### config.mk
export PLATFORM = sky130hd
export DESIGN_NAME = dsp_supervisor
export DESIGN_NICKNAME = d
export VERILOG_FILES = /design/src/shared/sup_pkg.sv /design/src/design/block_frame_counter.sv /design/src/design/dsp_supervisor.sv /design/src/design/step_prescaler.sv
export SDC_FILE = /design/constraint.sdc
export NUM_CORES = 1
export LEC_CHECK = 0
export ABC_CLOCK_PERIOD_IN_PS = 3650
export BUFFER_PORTS_ARGS = -buffer_cell sky130_fd_sc_hd__buf_2
export CORE_ASPECT_RATIO = 1.2
export CORE_MARGIN = 2
export CORE_UTILIZATION = 40
export CTS_BUF_LIST = sky130_fd_sc_hd__clkbuf_8
export DETAILED_ROUTE_END_ITERATION = 10
export PLACE_DENSITY = 0.55
export SYNTH_ARGS = -nofsm -noshare
export SYNTH_HDL_FRONTEND = slang
export SYNTH_SLANG_ARGS = --single-unit
### constraint.sdc
create_clock -name clk_in -period 3.65 [get_ports clk_in]
set_clock_uncertainty 0.2 [all_clocks]
set_input_delay 0.365 -clock clk_in [delete_from_list [all_inputs] [get_ports clk_in]]
set_output_delay 0.365 -clock clk_in [all_outputs]
set_load 0.03 [all_outputs]
### src/shared/sup_pkg.sv
// Constants, register map and carrier types of the DSP supervision block.
// Assumes a 16-bit register port and one core clock shared by all users.
package sup_pkg;

	// ==========================================================
	// Register map
	localparam int ADDR_W = 16;
	localparam int DATA_W = 16;
	localparam logic [15:0] ADDR_ERR_PC = 16'hf432;
	localparam logic [15:0] ADDR_WD_START = 16'hf443;
	localparam logic [15:0] ADDR_WD_DIV = 16'hf444;
	localparam logic [15:0] ADDR_BLK_EN = 16'hf450;
	localparam logic [15:0] ADDR_BLK_LEN = 16'hf451;
	localparam logic [15:0] ADDR_ERR_CODE = 16'hf470;
	localparam logic [15:0] ADDR_IRQ_STATUS = 16'hf471;
	localparam logic [15:0] ADDR_IRQ_MASK = 16'hf472;
	localparam logic [15:0] REG_RESET = 16'h0000;

	// ==========================================================
	// Field layout
	localparam int WD_START_W = 13;
	localparam int DIV_CODE_W = 4;
	localparam logic [3:0] DIV_CODE_MAX = 4'hb;
	localparam int STEP_BASE_CYCLES = 64;
	localparam int STEP_CNT_W = 18;
	localparam int BLK_EN_BIT = 0;
	localparam int IRQ_W = 3;
	localparam int IRQ_BLOCK = 0;
	localparam int IRQ_WDOG = 1;
	localparam int IRQ_FAULT = 2;

	// ==========================================================
	// Carriers
	typedef struct packed {
		logic soft_fault;
		logic loop_fault;
		logic stack_fault;
		logic watchdog_fault;
		logic dmem1_bank3_fault;
		logic dmem1_bank2_fault;
		logic dmem1_bank1_fault;
		logic dmem1_bank0_fault;
		logic dmem0_bank3_fault;
		logic dmem0_bank2_fault;
		logic dmem0_bank1_fault;
		logic dmem0_bank0_fault;
		logic progmem1_fault;
		logic progmem0_fault;
		logic rate_conv1_fault;
		logic rate_conv0_fault;
	} error_code_t;

	typedef struct packed {
		logic [ADDR_W-1:0] addr;
		logic [DATA_W-1:0] wdata;
		logic wr;
		logic rd;
	} reg_req_t;

endpackage : sup_pkg

### src/design/block_frame_counter.sv
// Frame counter that marks the end of each block of audio frames.
// Assumes frame start is a one-cycle pulse on the core clock.
`timescale 1ns/1ps
module block_frame_counter #(
	parameter int LEN_W = sup_pkg::DATA_W
) (
	input wire logic clk_in,
	input wire logic rst_in,
	input wire logic enable_in,
	input wire logic frame_start_in,
	input wire logic [LEN_W-1:0] length_in,
	output logic block_out
);
	logic [LEN_W-1:0] frames;
	logic [LEN_W:0] next_frames;

	assign next_frames = {1'b0, frames} + (LEN_W+1)'(1);

	// ==========================================================
	// Counting
	// A length of zero is never reached, so no block ever ends.
	always_ff @(posedge clk_in) begin
		if (rst_in || !enable_in) begin
			frames <= '0;
			block_out <= 1'b0;
		end else if (frame_start_in) begin
			if (next_frames == {1'b0, length_in}) begin
				frames <= '0;
				block_out <= 1'b1;
			end else begin
				frames <= next_frames[LEN_W-1:0];
				block_out <= 1'b0;
			end
		end else begin
			block_out <= 1'b0;
		end
	end
endmodule : block_frame_counter

### src/design/dsp_supervisor.sv
// Watchdog, error code capture, error program count and block interrupt logic.
// Assumes all inputs come from core logic on clk_in; no synchronisers needed.
// How it works
// Read-only error code bits, zero at reset
// Only first error latched until panic clear
// Software error stores execute stage program count
// Watchdog starts at maximum, counts down by one
// Program start reloads watchdog with maximum count
// Counter reaching zero raises watchdog error
// Maximum count is 13 bits, reset zero
// Timeout equals maximum count times prescale factor
// Prescale code selects 64 doubling to 131072 cycles
// Software sets maximum slightly above frame instructions
// Enable bit zero gates block interrupts
// Block counter increments per frame start
// Reaching block length interrupts and restarts counter
// Block length register is 16 bits wide
// One downward step per elapsed prescale interval
`timescale 1ns/1ps
module dsp_supervisor #(
	parameter int STEP_BASE_CYCLES = sup_pkg::STEP_BASE_CYCLES
) (
	input wire logic clk_in,
	input wire logic rst_in,
	input wire sup_pkg::reg_req_t reg_req_in,
	output logic [sup_pkg::DATA_W-1:0] reg_rdata_out,
	input wire logic prog_start_in,
	input wire logic frame_start_in,
	input wire sup_pkg::error_code_t fault_in,
	input wire logic [15:0] exec_pc_in,
	input wire logic panic_clear_in,
	output logic watchdog_error_out,
	output logic block_irq_out,
	output logic irq_out
);
	logic [15:0] err_pc;
	logic [sup_pkg::WD_START_W-1:0] wd_start;
	logic [sup_pkg::DIV_CODE_W-1:0] wd_div;
	logic blk_en;
	logic [15:0] blk_len;
	sup_pkg::error_code_t err_code;
	sup_pkg::error_code_t new_fault;
	logic [sup_pkg::IRQ_W-1:0] irq_status;
	logic [sup_pkg::IRQ_W-1:0] irq_mask;
	logic [sup_pkg::IRQ_W-1:0] irq_events;
	logic [sup_pkg::WD_START_W-1:0] wd_count;
	logic wd_armed;
	logic wd_step;
	logic wd_fire;
	logic capture;
	logic wr_hit;

	assign wr_hit = reg_req_in.wr;

	// ==========================================================
	// Software-written controls
	always_ff @(posedge clk_in) begin
		if (rst_in) begin
			wd_start <= sup_pkg::REG_RESET[sup_pkg::WD_START_W-1:0];
			wd_div <= sup_pkg::REG_RESET[sup_pkg::DIV_CODE_W-1:0];
			blk_en <= 1'b0;
			blk_len <= sup_pkg::REG_RESET;
			irq_mask <= '0;
		end else if (wr_hit) begin
			case (reg_req_in.addr)
				sup_pkg::ADDR_WD_START: begin
					wd_start <= reg_req_in.wdata[sup_pkg::WD_START_W-1:0];
				end
				sup_pkg::ADDR_WD_DIV: begin
					wd_div <= reg_req_in.wdata[sup_pkg::DIV_CODE_W-1:0];
				end
				sup_pkg::ADDR_BLK_EN: begin
					blk_en <= reg_req_in.wdata[sup_pkg::BLK_EN_BIT];
				end
				sup_pkg::ADDR_BLK_LEN: begin
					blk_len <= reg_req_in.wdata;
				end
				sup_pkg::ADDR_IRQ_MASK: begin
					irq_mask <= reg_req_in.wdata[sup_pkg::IRQ_W-1:0];
				end
				default: begin
				end
			endcase
		end
	end

	// ==========================================================
	// Error program count
	// A capture in the same cycle as a software write wins, so no error is lost.
	always_ff @(posedge clk_in) begin
		if (rst_in) begin
			err_pc <= sup_pkg::REG_RESET;
		end else if (fault_in.soft_fault) begin
			err_pc <= exec_pc_in;
		end else if (wr_hit && reg_req_in.addr == sup_pkg::ADDR_ERR_PC) begin
			err_pc <= reg_req_in.wdata;
		end
	end

	// ==========================================================
	// Watchdog
	step_prescaler #(
		.BASE_CYCLES(STEP_BASE_CYCLES),
		.CNT_W(sup_pkg::STEP_CNT_W)
	) u_prescaler (
		.clk_in(clk_in),
		.rst_in(rst_in),
		.restart_in(prog_start_in),
		.code_in(wd_div),
		.step_out(wd_step)
	);

	assign wd_fire = wd_armed && wd_step && !prog_start_in
		&& wd_count == sup_pkg::WD_START_W'(1);

	// A zero maximum leaves the watchdog disarmed rather than firing at once.
	always_ff @(posedge clk_in) begin
		if (rst_in) begin
			wd_count <= '0;
			wd_armed <= 1'b0;
		end else if (prog_start_in) begin
			wd_count <= wd_start;
			wd_armed <= (wd_start != '0);
		end else if (wd_armed && wd_step && wd_count != '0) begin
			wd_count <= wd_count - sup_pkg::WD_START_W'(1);
		end
	end

	always_ff @(posedge clk_in) begin
		if (rst_in || prog_start_in) begin
			watchdog_error_out <= 1'b0;
		end else if (wd_fire) begin
			watchdog_error_out <= 1'b1;
		end
	end

	// ==========================================================
	// Error code capture
	always_comb begin
		new_fault = fault_in;
		new_fault.watchdog_fault = wd_fire;
	end

	assign capture = (new_fault != '0) && (err_code == '0 || panic_clear_in);

	always_ff @(posedge clk_in) begin
		if (rst_in) begin
			err_code <= '0;
		end else if (capture) begin
			err_code <= new_fault;
		end else if (panic_clear_in) begin
			err_code <= '0;
		end
	end

	// ==========================================================
	// Block interrupt counter
	block_frame_counter #(
		.LEN_W(sup_pkg::DATA_W)
	) u_block (
		.clk_in(clk_in),
		.rst_in(rst_in),
		.enable_in(blk_en),
		.frame_start_in(frame_start_in),
		.length_in(blk_len),
		.block_out(block_irq_out)
	);

	// ==========================================================
	// Interrupt status, mask and output
	always_comb begin
		irq_events = '0;
		irq_events[sup_pkg::IRQ_BLOCK] = block_irq_out;
		irq_events[sup_pkg::IRQ_WDOG] = wd_fire;
		irq_events[sup_pkg::IRQ_FAULT] = capture;
	end

	// Set wins over the write-one clear of the same bit.
	always_ff @(posedge clk_in) begin
		if (rst_in) begin
			irq_status <= '0;
		end else if (wr_hit && reg_req_in.addr == sup_pkg::ADDR_IRQ_STATUS) begin
			irq_status <= (irq_status & ~reg_req_in.wdata[sup_pkg::IRQ_W-1:0]) | irq_events;
		end else begin
			irq_status <= irq_status | irq_events;
		end
	end

	always_ff @(posedge clk_in) begin
		if (rst_in) begin
			irq_out <= 1'b0;
		end else begin
			irq_out <= |(irq_status & irq_mask);
		end
	end

	// ==========================================================
	// Read port
	// Data stand for one cycle only; unmapped addresses read as zero.
	always_ff @(posedge clk_in) begin
		if (rst_in || !reg_req_in.rd) begin
			reg_rdata_out <= '0;
		end else begin
			case (reg_req_in.addr)
				sup_pkg::ADDR_ERR_PC: reg_rdata_out <= err_pc;
				sup_pkg::ADDR_WD_START: reg_rdata_out <= 16'(wd_start);
				sup_pkg::ADDR_WD_DIV: reg_rdata_out <= 16'(wd_div);
				sup_pkg::ADDR_BLK_EN: reg_rdata_out <= 16'(blk_en);
				sup_pkg::ADDR_BLK_LEN: reg_rdata_out <= blk_len;
				sup_pkg::ADDR_ERR_CODE: reg_rdata_out <= err_code;
				sup_pkg::ADDR_IRQ_STATUS: reg_rdata_out <= 16'(irq_status);
				sup_pkg::ADDR_IRQ_MASK: reg_rdata_out <= 16'(irq_mask);
				default: reg_rdata_out <= '0;
			endcase
		end
	end

	// ==========================================================
	// Checks
	logic [sup_pkg::STEP_CNT_W-1:0] step_gap;
	logic [sup_pkg::STEP_CNT_W-1:0] step_last;
	logic [sup_pkg::DIV_CODE_W-1:0] div_eff;
	logic gap_valid;

	assign div_eff = (wd_div > sup_pkg::DIV_CODE_MAX) ? sup_pkg::DIV_CODE_MAX : wd_div;
	assign step_last = (sup_pkg::STEP_CNT_W'(STEP_BASE_CYCLES) << div_eff)
		- sup_pkg::STEP_CNT_W'(1);

	// A new step period makes the gap measured under the old one meaningless.
	always_ff @(posedge clk_in) begin
		if (rst_in || prog_start_in
			|| (wr_hit && reg_req_in.addr == sup_pkg::ADDR_WD_DIV)) begin
			step_gap <= '0;
			gap_valid <= 1'b0;
		end else if (wd_step) begin
			step_gap <= '0;
			gap_valid <= 1'b1;
		end else begin
			step_gap <= step_gap + sup_pkg::STEP_CNT_W'(1);
		end
	end

	a_code_first_error: assert property (@(posedge clk_in) disable iff (rst_in)
		err_code == '0 && new_fault != '0 |=> err_code == $past(new_fault))
		else $error("first error not captured");

	a_code_holds_first: assert property (@(posedge clk_in) disable iff (rst_in)
		err_code != '0 && !panic_clear_in |=> err_code == $past(err_code))
		else $error("error code changed without clear");

	a_pc_capture: assert property (@(posedge clk_in) disable iff (rst_in)
		fault_in.soft_fault |=> err_pc == $past(exec_pc_in))
		else $error("program count not captured");

	a_wd_reload: assert property (@(posedge clk_in) disable iff (rst_in)
		prog_start_in |=> wd_count == $past(wd_start) && !watchdog_error_out)
		else $error("watchdog not reloaded");

	a_wd_step_down: assert property (@(posedge clk_in) disable iff (rst_in)
		wd_armed && wd_step && wd_count != '0 && !prog_start_in
		|=> wd_count == $past(wd_count) - sup_pkg::WD_START_W'(1))
		else $error("watchdog did not step down by one");

	a_wd_holds: assert property (@(posedge clk_in) disable iff (rst_in)
		!wd_step && !prog_start_in |=> $stable(wd_count))
		else $error("watchdog moved between steps");

	a_step_period: assert property (@(posedge clk_in) disable iff (rst_in)
		wd_step && gap_valid && !prog_start_in |-> step_gap == step_last)
		else $error("prescale interval wrong");

	a_wd_error_raise: assert property (@(posedge clk_in) disable iff (rst_in)
		wd_fire |=> watchdog_error_out && wd_count == '0)
		else $error("watchdog error not raised at zero");

	a_start_width: assert property (@(posedge clk_in) disable iff (rst_in)
		reg_req_in.rd && reg_req_in.addr == sup_pkg::ADDR_WD_START
		|=> reg_rdata_out[15:sup_pkg::WD_START_W] == '0)
		else $error("reserved maximum count bits not zero");

	a_block_gated: assert property (@(posedge clk_in) disable iff (rst_in)
		!blk_en |=> !block_irq_out)
		else $error("block interrupt while disabled");

	c_wd_fires: cover property (@(posedge clk_in) disable iff (rst_in) wd_fire);
	c_block_ends: cover property (@(posedge clk_in) disable iff (rst_in) block_irq_out);
	c_first_capture: cover property (@(posedge clk_in) disable iff (rst_in)
		capture ##1 (new_fault != '0));
	c_irq_raised: cover property (@(posedge clk_in) disable iff (rst_in) $rose(irq_out));

endmodule : dsp_supervisor

### src/design/step_prescaler.sv
// Step generator for the watchdog: one pulse per selected number of cycles.
// Assumes restart and code come from logic on the same clock.
`timescale 1ns/1ps
module step_prescaler #(
	parameter int BASE_CYCLES = sup_pkg::STEP_BASE_CYCLES,
	parameter int CNT_W = sup_pkg::STEP_CNT_W
) (
	input wire logic clk_in,
	input wire logic rst_in,
	input wire logic restart_in,
	input wire logic [sup_pkg::DIV_CODE_W-1:0] code_in,
	output logic step_out
);
	logic [CNT_W-1:0] cycles;
	logic [CNT_W-1:0] last;
	logic [sup_pkg::DIV_CODE_W-1:0] code;

	// ==========================================================
	// Period select
	// Codes above the largest documented one act as the largest.
	always_comb begin
		code = (code_in > sup_pkg::DIV_CODE_MAX) ? sup_pkg::DIV_CODE_MAX : code_in;
		last = (CNT_W'(BASE_CYCLES) << code) - CNT_W'(1);
	end

	// ==========================================================
	// Cycle counter
	always_ff @(posedge clk_in) begin
		if (rst_in || restart_in) begin
			cycles <= '0;
			step_out <= 1'b0;
		end else if (cycles >= last) begin
			cycles <= '0;
			step_out <= 1'b1;
		end else begin
			cycles <= cycles + CNT_W'(1);
			step_out <= 1'b0;
		end
	end
endmodule : step_prescaler

**Word-level counts from Yosys, hierarchy flattened**

Cells that the tools add are included.

- Logic and storage cells: 96
- Input port bits: 71
- Output and inout bits: 19
- Register bits: 140

- Equality and inequality tests: 10
- Magnitude comparators: 2
- Bitwise gates (word level): 6
- Reduce and logical (&&, ||, !) cells: 29
- $add $sub $neg: 4
- Shift-type cells: 1
- Muxes and demuxes: 12

Operators with widths:

| kind | number |
|---|---|
| $eq A16 B16 Y1 const B | 8 |
| $pmux W16 S8 | 1 |
| $mux W16 | 5 |
| $mux W13 | 2 |
| $reduce_bool A13 Y1 | 2 |
| $add A18 B1 Y18 const B | 1 |
| $ge A18 B18 Y1 | 1 |
| $shl A7 B4 Y18 const A | 1 |
| $sub A18 B2 Y18 const B | 1 |
| $add A16 B1 Y17 const B | 1 |
| $eq A17 B16 Y1 | 1 |
| $logic_not A16 Y1 | 1 |
| $reduce_bool A16 Y1 | 1 |
| $eq A13 B1 Y1 const B | 1 |
| $sub A13 B1 Y13 const B | 1 |
| $reduce_and A2 Y1 | 5 |
| $logic_and A1 B1 Y1 | 7 |
| $and A3 B3 Y3 | 2 |
| $or A3 B3 Y3 | 2 |
| $reduce_bool A2 Y1 | 3 |
| $gt A4 B4 Y1 const B | 1 |
| $logic_or A1 B1 Y1 | 4 |
| $mux W4 | 1 |
| $reduce_or A2 Y1 | 2 |
| 6 further kinds | 9 |

**Logic depth before layout (Yosys ltp)**

- Depth after elaboration: 7
- Mapped depth: 15
- Mapped depth without buffers: 12

**Cells and area by module**

A second synthesis with hierarchy kept.

- Cells, all modules: 864
- Area, all modules: 7354.6 um2

Modules (own cells, without submodules):

| module | instances | area an instance (um2) | cells an instance | seq. area each (um2) |
|---|---|---|---|---|
| dsp_supervisor | 1 | 4712.0 | 547 | 2082.0 |
| block_frame_counter | 1 | 1328.8 | 167 | 340.3 |
| step_prescaler | 1 | 1313.8 | 150 | 380.4 |

**Worst setup path before layout**

OpenSTA, ideal clock, no wires.

- Kind: register to register
- Start: register wd_div[1] (netlist name)
- End: register u_prescaler.cycles[10]
- Stages on the path, launching flop included: 15
- Buffers on the path: 3
- Arrival time: 2.845 ns
- Setup slack: 0.477 ns
- Data required time: 3.322 ns
- Clock period less this slack: 3.173 ns
- Library setup time: 0.128 ns
- Cell sequence: dfxtp_1 clkbuf_1 nor3_1 nand2_1 ha_1 clkbuf_1 nor3_1 a21o_1 a32oi_1 ha_1 a21oi_1 o221ai_1 a2bb2oi_1 clkbuf_1 nor2_1

- Cells in the longest elaborated chain, start to end: 6

Ends and longest elaborated chain:

| item | line | text |
|---|---|---|
| from (decl) | dsp_supervisor.sv:38 | `logic [sup_pkg::DIV_CODE_W-1:0] wd_div;` |
| from (signal assigned) | dsp_supervisor.sv:60 | `wd_div <= sup_pkg::REG_RESET[sup_pkg::DIV_CODE_W-1:0];` |
| from (signal assigned) | dsp_supervisor.sv:70 | `wd_div <= reg_req_in.wdata[sup_pkg::DIV_CODE_W-1:0];` |
| $gt A4 B4 Y1 | -- |  |
| $mux W4 * | step_prescaler.sv:22 | `code = (code_in > sup_pkg::DIV_CODE_MAX) ? sup_pkg::DIV_CODE_MAX : code_in;` |
| $shl A7 B4 Y18 * | step_prescaler.sv:23 | `last = (CNT_W'(BASE_CYCLES) << code) - CNT_W'(1);` |
| $sub A18 B2 Y18 * | step_prescaler.sv:23 |  |
| $ge A18 B18 Y1 * | step_prescaler.sv:32 | `end else if (cycles >= last) begin` |
| $reduce_or A2 Y1 (no line) * | -- |  |
| to (signal assigned) | step_prescaler.sv:36 | `cycles <= cycles + CNT_W'(1);` |
| to (decl) | step_prescaler.sv:14 | `logic [CNT_W-1:0] cycles;` |

Every way passes the cells marked *; elsewhere a longest branch is shown, timed or not.
A chain may end at the register's enable or synchronous reset.

**Worst setup path after layout**

- Start: register u_block.frames[0]
- End: register u_block.frames[6]

- Cells in the longest elaborated chain, start to end: 3

Ends and longest elaborated chain:

| item | line | text |
|---|---|---|
| from (decl) | block_frame_counter.sv:14 | `logic [LEN_W-1:0] frames;` |
| from (signal assigned) | block_frame_counter.sv:31 | `frames <= next_frames[LEN_W-1:0];` |
| $add A16 B1 Y17 * | block_frame_counter.sv:17 | `assign next_frames = {1'b0, frames} + (LEN_W+1)'(1);` |
| $eq A17 B16 Y1 | block_frame_counter.sv:27 | `if (next_frames == {1'b0, length_in}) begin` |
| $mux W16 * | block_frame_counter.sv:27 |  |

Marked as above.

==> impl_metrics.toml <==
[clock_network]
postCtsSetupBuffers = 0
cts_resized = 0
cts_tree = "yes"
numCtsBuffers = 17
root_buffer = "clkbuf_8"
clk_latency_ns = 0.45
clk_path_buf_depth = 2
clkTransAtPathRegs_ns = 0.09
clock-sinks = 140
h-tree-depth = 4

[timing]
max_slew.worst_pin.slew_ns = 0.775
post-route-period-util = 0.887
rsz0062_at_grt = "false"
maxSlewViolCount = 0
fin_tns_setup_ns = 0
period_minus_slack_ns = 3.24
finalHoldViolCount = 0
relSlewSlack = 0.482
max_freq_mhz = 309
setup_viol = 0

[worst_setup_path]
cp-start-kind = "flip-flop"
end_kind = "flip-flop"
crit_family = "simple AND/OR/NAND/NOR gates"
path_max_fanout = 8
criticalPathCategory = "reg2reg"
cp_slowest_cell = "or4_1"
worstPathArrival_ns = 3.36
max_stage_delay_ns = 0.52
critPathRequiredTime_ns = 3.77
path_buf_inv = 0
cp_cell_sequence = "ha_1, nand3_2, or4_1, a222oi_1, or4b_1, nor4_2, a21oi_1"

[floorplanning]
initial_core_util = 0.406
die_h_um = 152
num_rows = 54
ios = 90
core_sq_um = 18000
die_w_um = 128
die_area_sq_um = 19400

[route]
avgViaCountPerCell = 5.56
vias = 6764
ant_nets = 0
routedWlPerCell_um = 17.1
drc_errors = 0
wirelength_um = 20800
dr.pass1.iters = 6
drt_first_iter_violations = 583

[power]
internal-power_mw = 2.23
clkPwrFrac = 0.405
p_switching_mw = 0.803
power_density_nw_per_um2 = 349
vdd_drop_max_v = 0.000206
pwr-share-seq = 0.520
p_total_mw = 3.03
power_leakage_nw = 3.26
power_frac_comb = 0.076
sw_frac_of_total = 0.265

[finish]
nFillCells = 1780
area_growth_pct = 18.7
nNetsFinal = 1067
layout-drive-gt1-share = 0.159
final_util = 0.482
diodes = 0
fin_cells = 1216

[synthesis]
ys_ff_latch = 140
ys_warn_count = 0
synthFlopType = "dfxtp_1"
synthesis.nets = 962
async_flop_share = 0
synth-seq-area-share = 0.383
synth_edf_count = 0
post_synth.cell_area_avg_sq_um = 8.38
synth_area_sq_um = 7320
synth.distinct_cells = 74
syn_inst = 874

[global_routing]
grt_antenna_before_repair = 0
grt_pass1_vias = 6455
grt_usage = 0.214
top_usage_layer = "met2"
globalRouteMet2Util = 0.347
gr-total-overflow = 0
grt_use_met1 = 0.286
grt_max_degree = 67
grt_use_met3 = 0.0362
grt_pass1_wl_um = 33700

[outcome]
outcome = "finished, final reports clean"

[run]
maxCapViolCount = 0

[place]
portBuffers = 88
gp_congestion = 0.839
place_hpwl_um = 14600
post-place-cells = 1142

[hold_path]
hold_class = "in2reg"
[tightest hold or removal path: cells and delay by family]
kind	cells	cell delay, ns
buf+inv	1	0.14
compound gates	1	0.06
simple gates	1	0.07
[metrics by stage]
| stage | hold WS [ns] | worst slack [ns] | area [sq um] |
|---|---|---|---|
| 3_5_place_dp | 0.241 | 0.432 | 7890 |
| 3_3_place_gp | 0.234 | 0.473 | 7890 |
| 6_report | 0.0261 | 0.411 | 8690 |
| 5_1_grt | 0.0303 | 0.250 | 8690 |
| 2_1_floorplan | 0.218 | 0.477 | 7320 |
| 4_1_cts | 0.00128 | 0.419 | 8690 |
[repair_timing]
action	4_1_cts	5_1_grt
setup endpoints to repair	0	0
hold buffers	42	0
hold endpoints to repair	50	0
[flip-flops by register name (all words and copies together), names as in the netlist]
register,count
wd_armed,1
watchdog_error_out,1
err_code,16
blk_len,16
reg_rdata_out,16
u_prescaler.step_out,1
blk_en,1
wd_div,4
u_prescaler.cycles,18
irq_mask,3
u_block.block_out,1
err_pc,16
wd_start,13
irq_status,3
u_block.frames,16
irq_out,1
wd_count,13
[synth_stat cells (all sizes together), types with 18 or more instances]
cell    count  area share
dfxtp     140        0.38
nand2      97       0.050
nor2       70       0.036
a21oi      58       0.040
clkbuf     48       0.026
a211oi     37       0.038
nand3      32       0.023
nor2b      32       0.027
nor3       32       0.022
xor2       29       0.035
xnor2      28       0.033
and3       25       0.022
inv        22       0.011
nor4       20       0.020
o21ai      20       0.014
a22oi      18       0.018
[placed cells by master, fill, tap and decap left out, types with 5 or more instances in the layout]
cell type and n:
a22oi_1 18, a222oi_1 17, nand3b_1 7, nor2b_1 32, xor2_1 29, o21ai_0 12, ha_1 17, a21oi_1 58
or3_1 6, inv_6 5, mux2i_1 9, buf_2 88, dlygate4sd3_1 42, inv_1 22, nand2b_1 5, nand2_1 97
buf_4 16, a211oi_1 37, nor2_1 70, and3_1 23, xnor2_1 28, or4_1 8, a32oi_1 5, o21ai_1 8
nand3_1 30, nor3_1 30, nor4_1 16, mux2_2 5, nand4_1 17, clkbuf_8 18, dfxtp_1 140
[power groups by stage]
stage	clock network, mW	registers (mW)	logic (mW)
CTS	1.25	1.58	0.229
global route	1.32	1.58	0.255
detailed placement	0	1.61	0.194
floorplan	0	1.61	0.113
finish	1.23	1.58	0.230
global placement	0	1.61	0.194
[worst paths after layout]
check                                           to  slack (ns)          startpoint  cells past startpoint
worst max-delay path             u_block.frames[6]        0.41   u_block.frames[0]                      7
worst min-delay path                    blk_len[3]        0.03       reg_req_in[5]                      3
worst max register to register   u_block.frames[6]        0.41   u_block.frames[0]                      7
worst min register to register  watchdog_error_out        0.25  watchdog_error_out                      2
[area by class of cell]
cell class,instances,area [sq um],area share
Multi-Input combinational cell,652,4160,0.479
Inverter,22,82.6,0.00950
Tap cell,224,280,0.0322
Timing Repair Buffer,146,981,0.113
Clock inverter,14,133,0.0153
Clock buffer,18,248,0.0285
Sequential cell,140,2800,0.322
[metal layers]
| metal | routed length (um) | up-vias |
|---|---|---|
| li1 | - | 3387 |
| met1 | 9580 | 3187 |
| met2 | 9870 | 160 |
| met3 | 807 | 30 |
| met4 | 544 | 0 |
| met5 | 0 | - |
[cells by family after synthesis]
logic type | count (synthesis) | synth area share
xor gates and xnor gates | 58 | 0.0712
muxes | 15 | 0.0231
DFF | 140 | 0.383
adders and majority gates | 17 | 0.0290
and+or+nand+nor | 372 | 0.266
buffers and inverters | 82 | 0.0512
other | 1 | 0.000512
AOI/OAI and AO/OA | 189 | 0.176
Power figures use the tool's default switching activity.
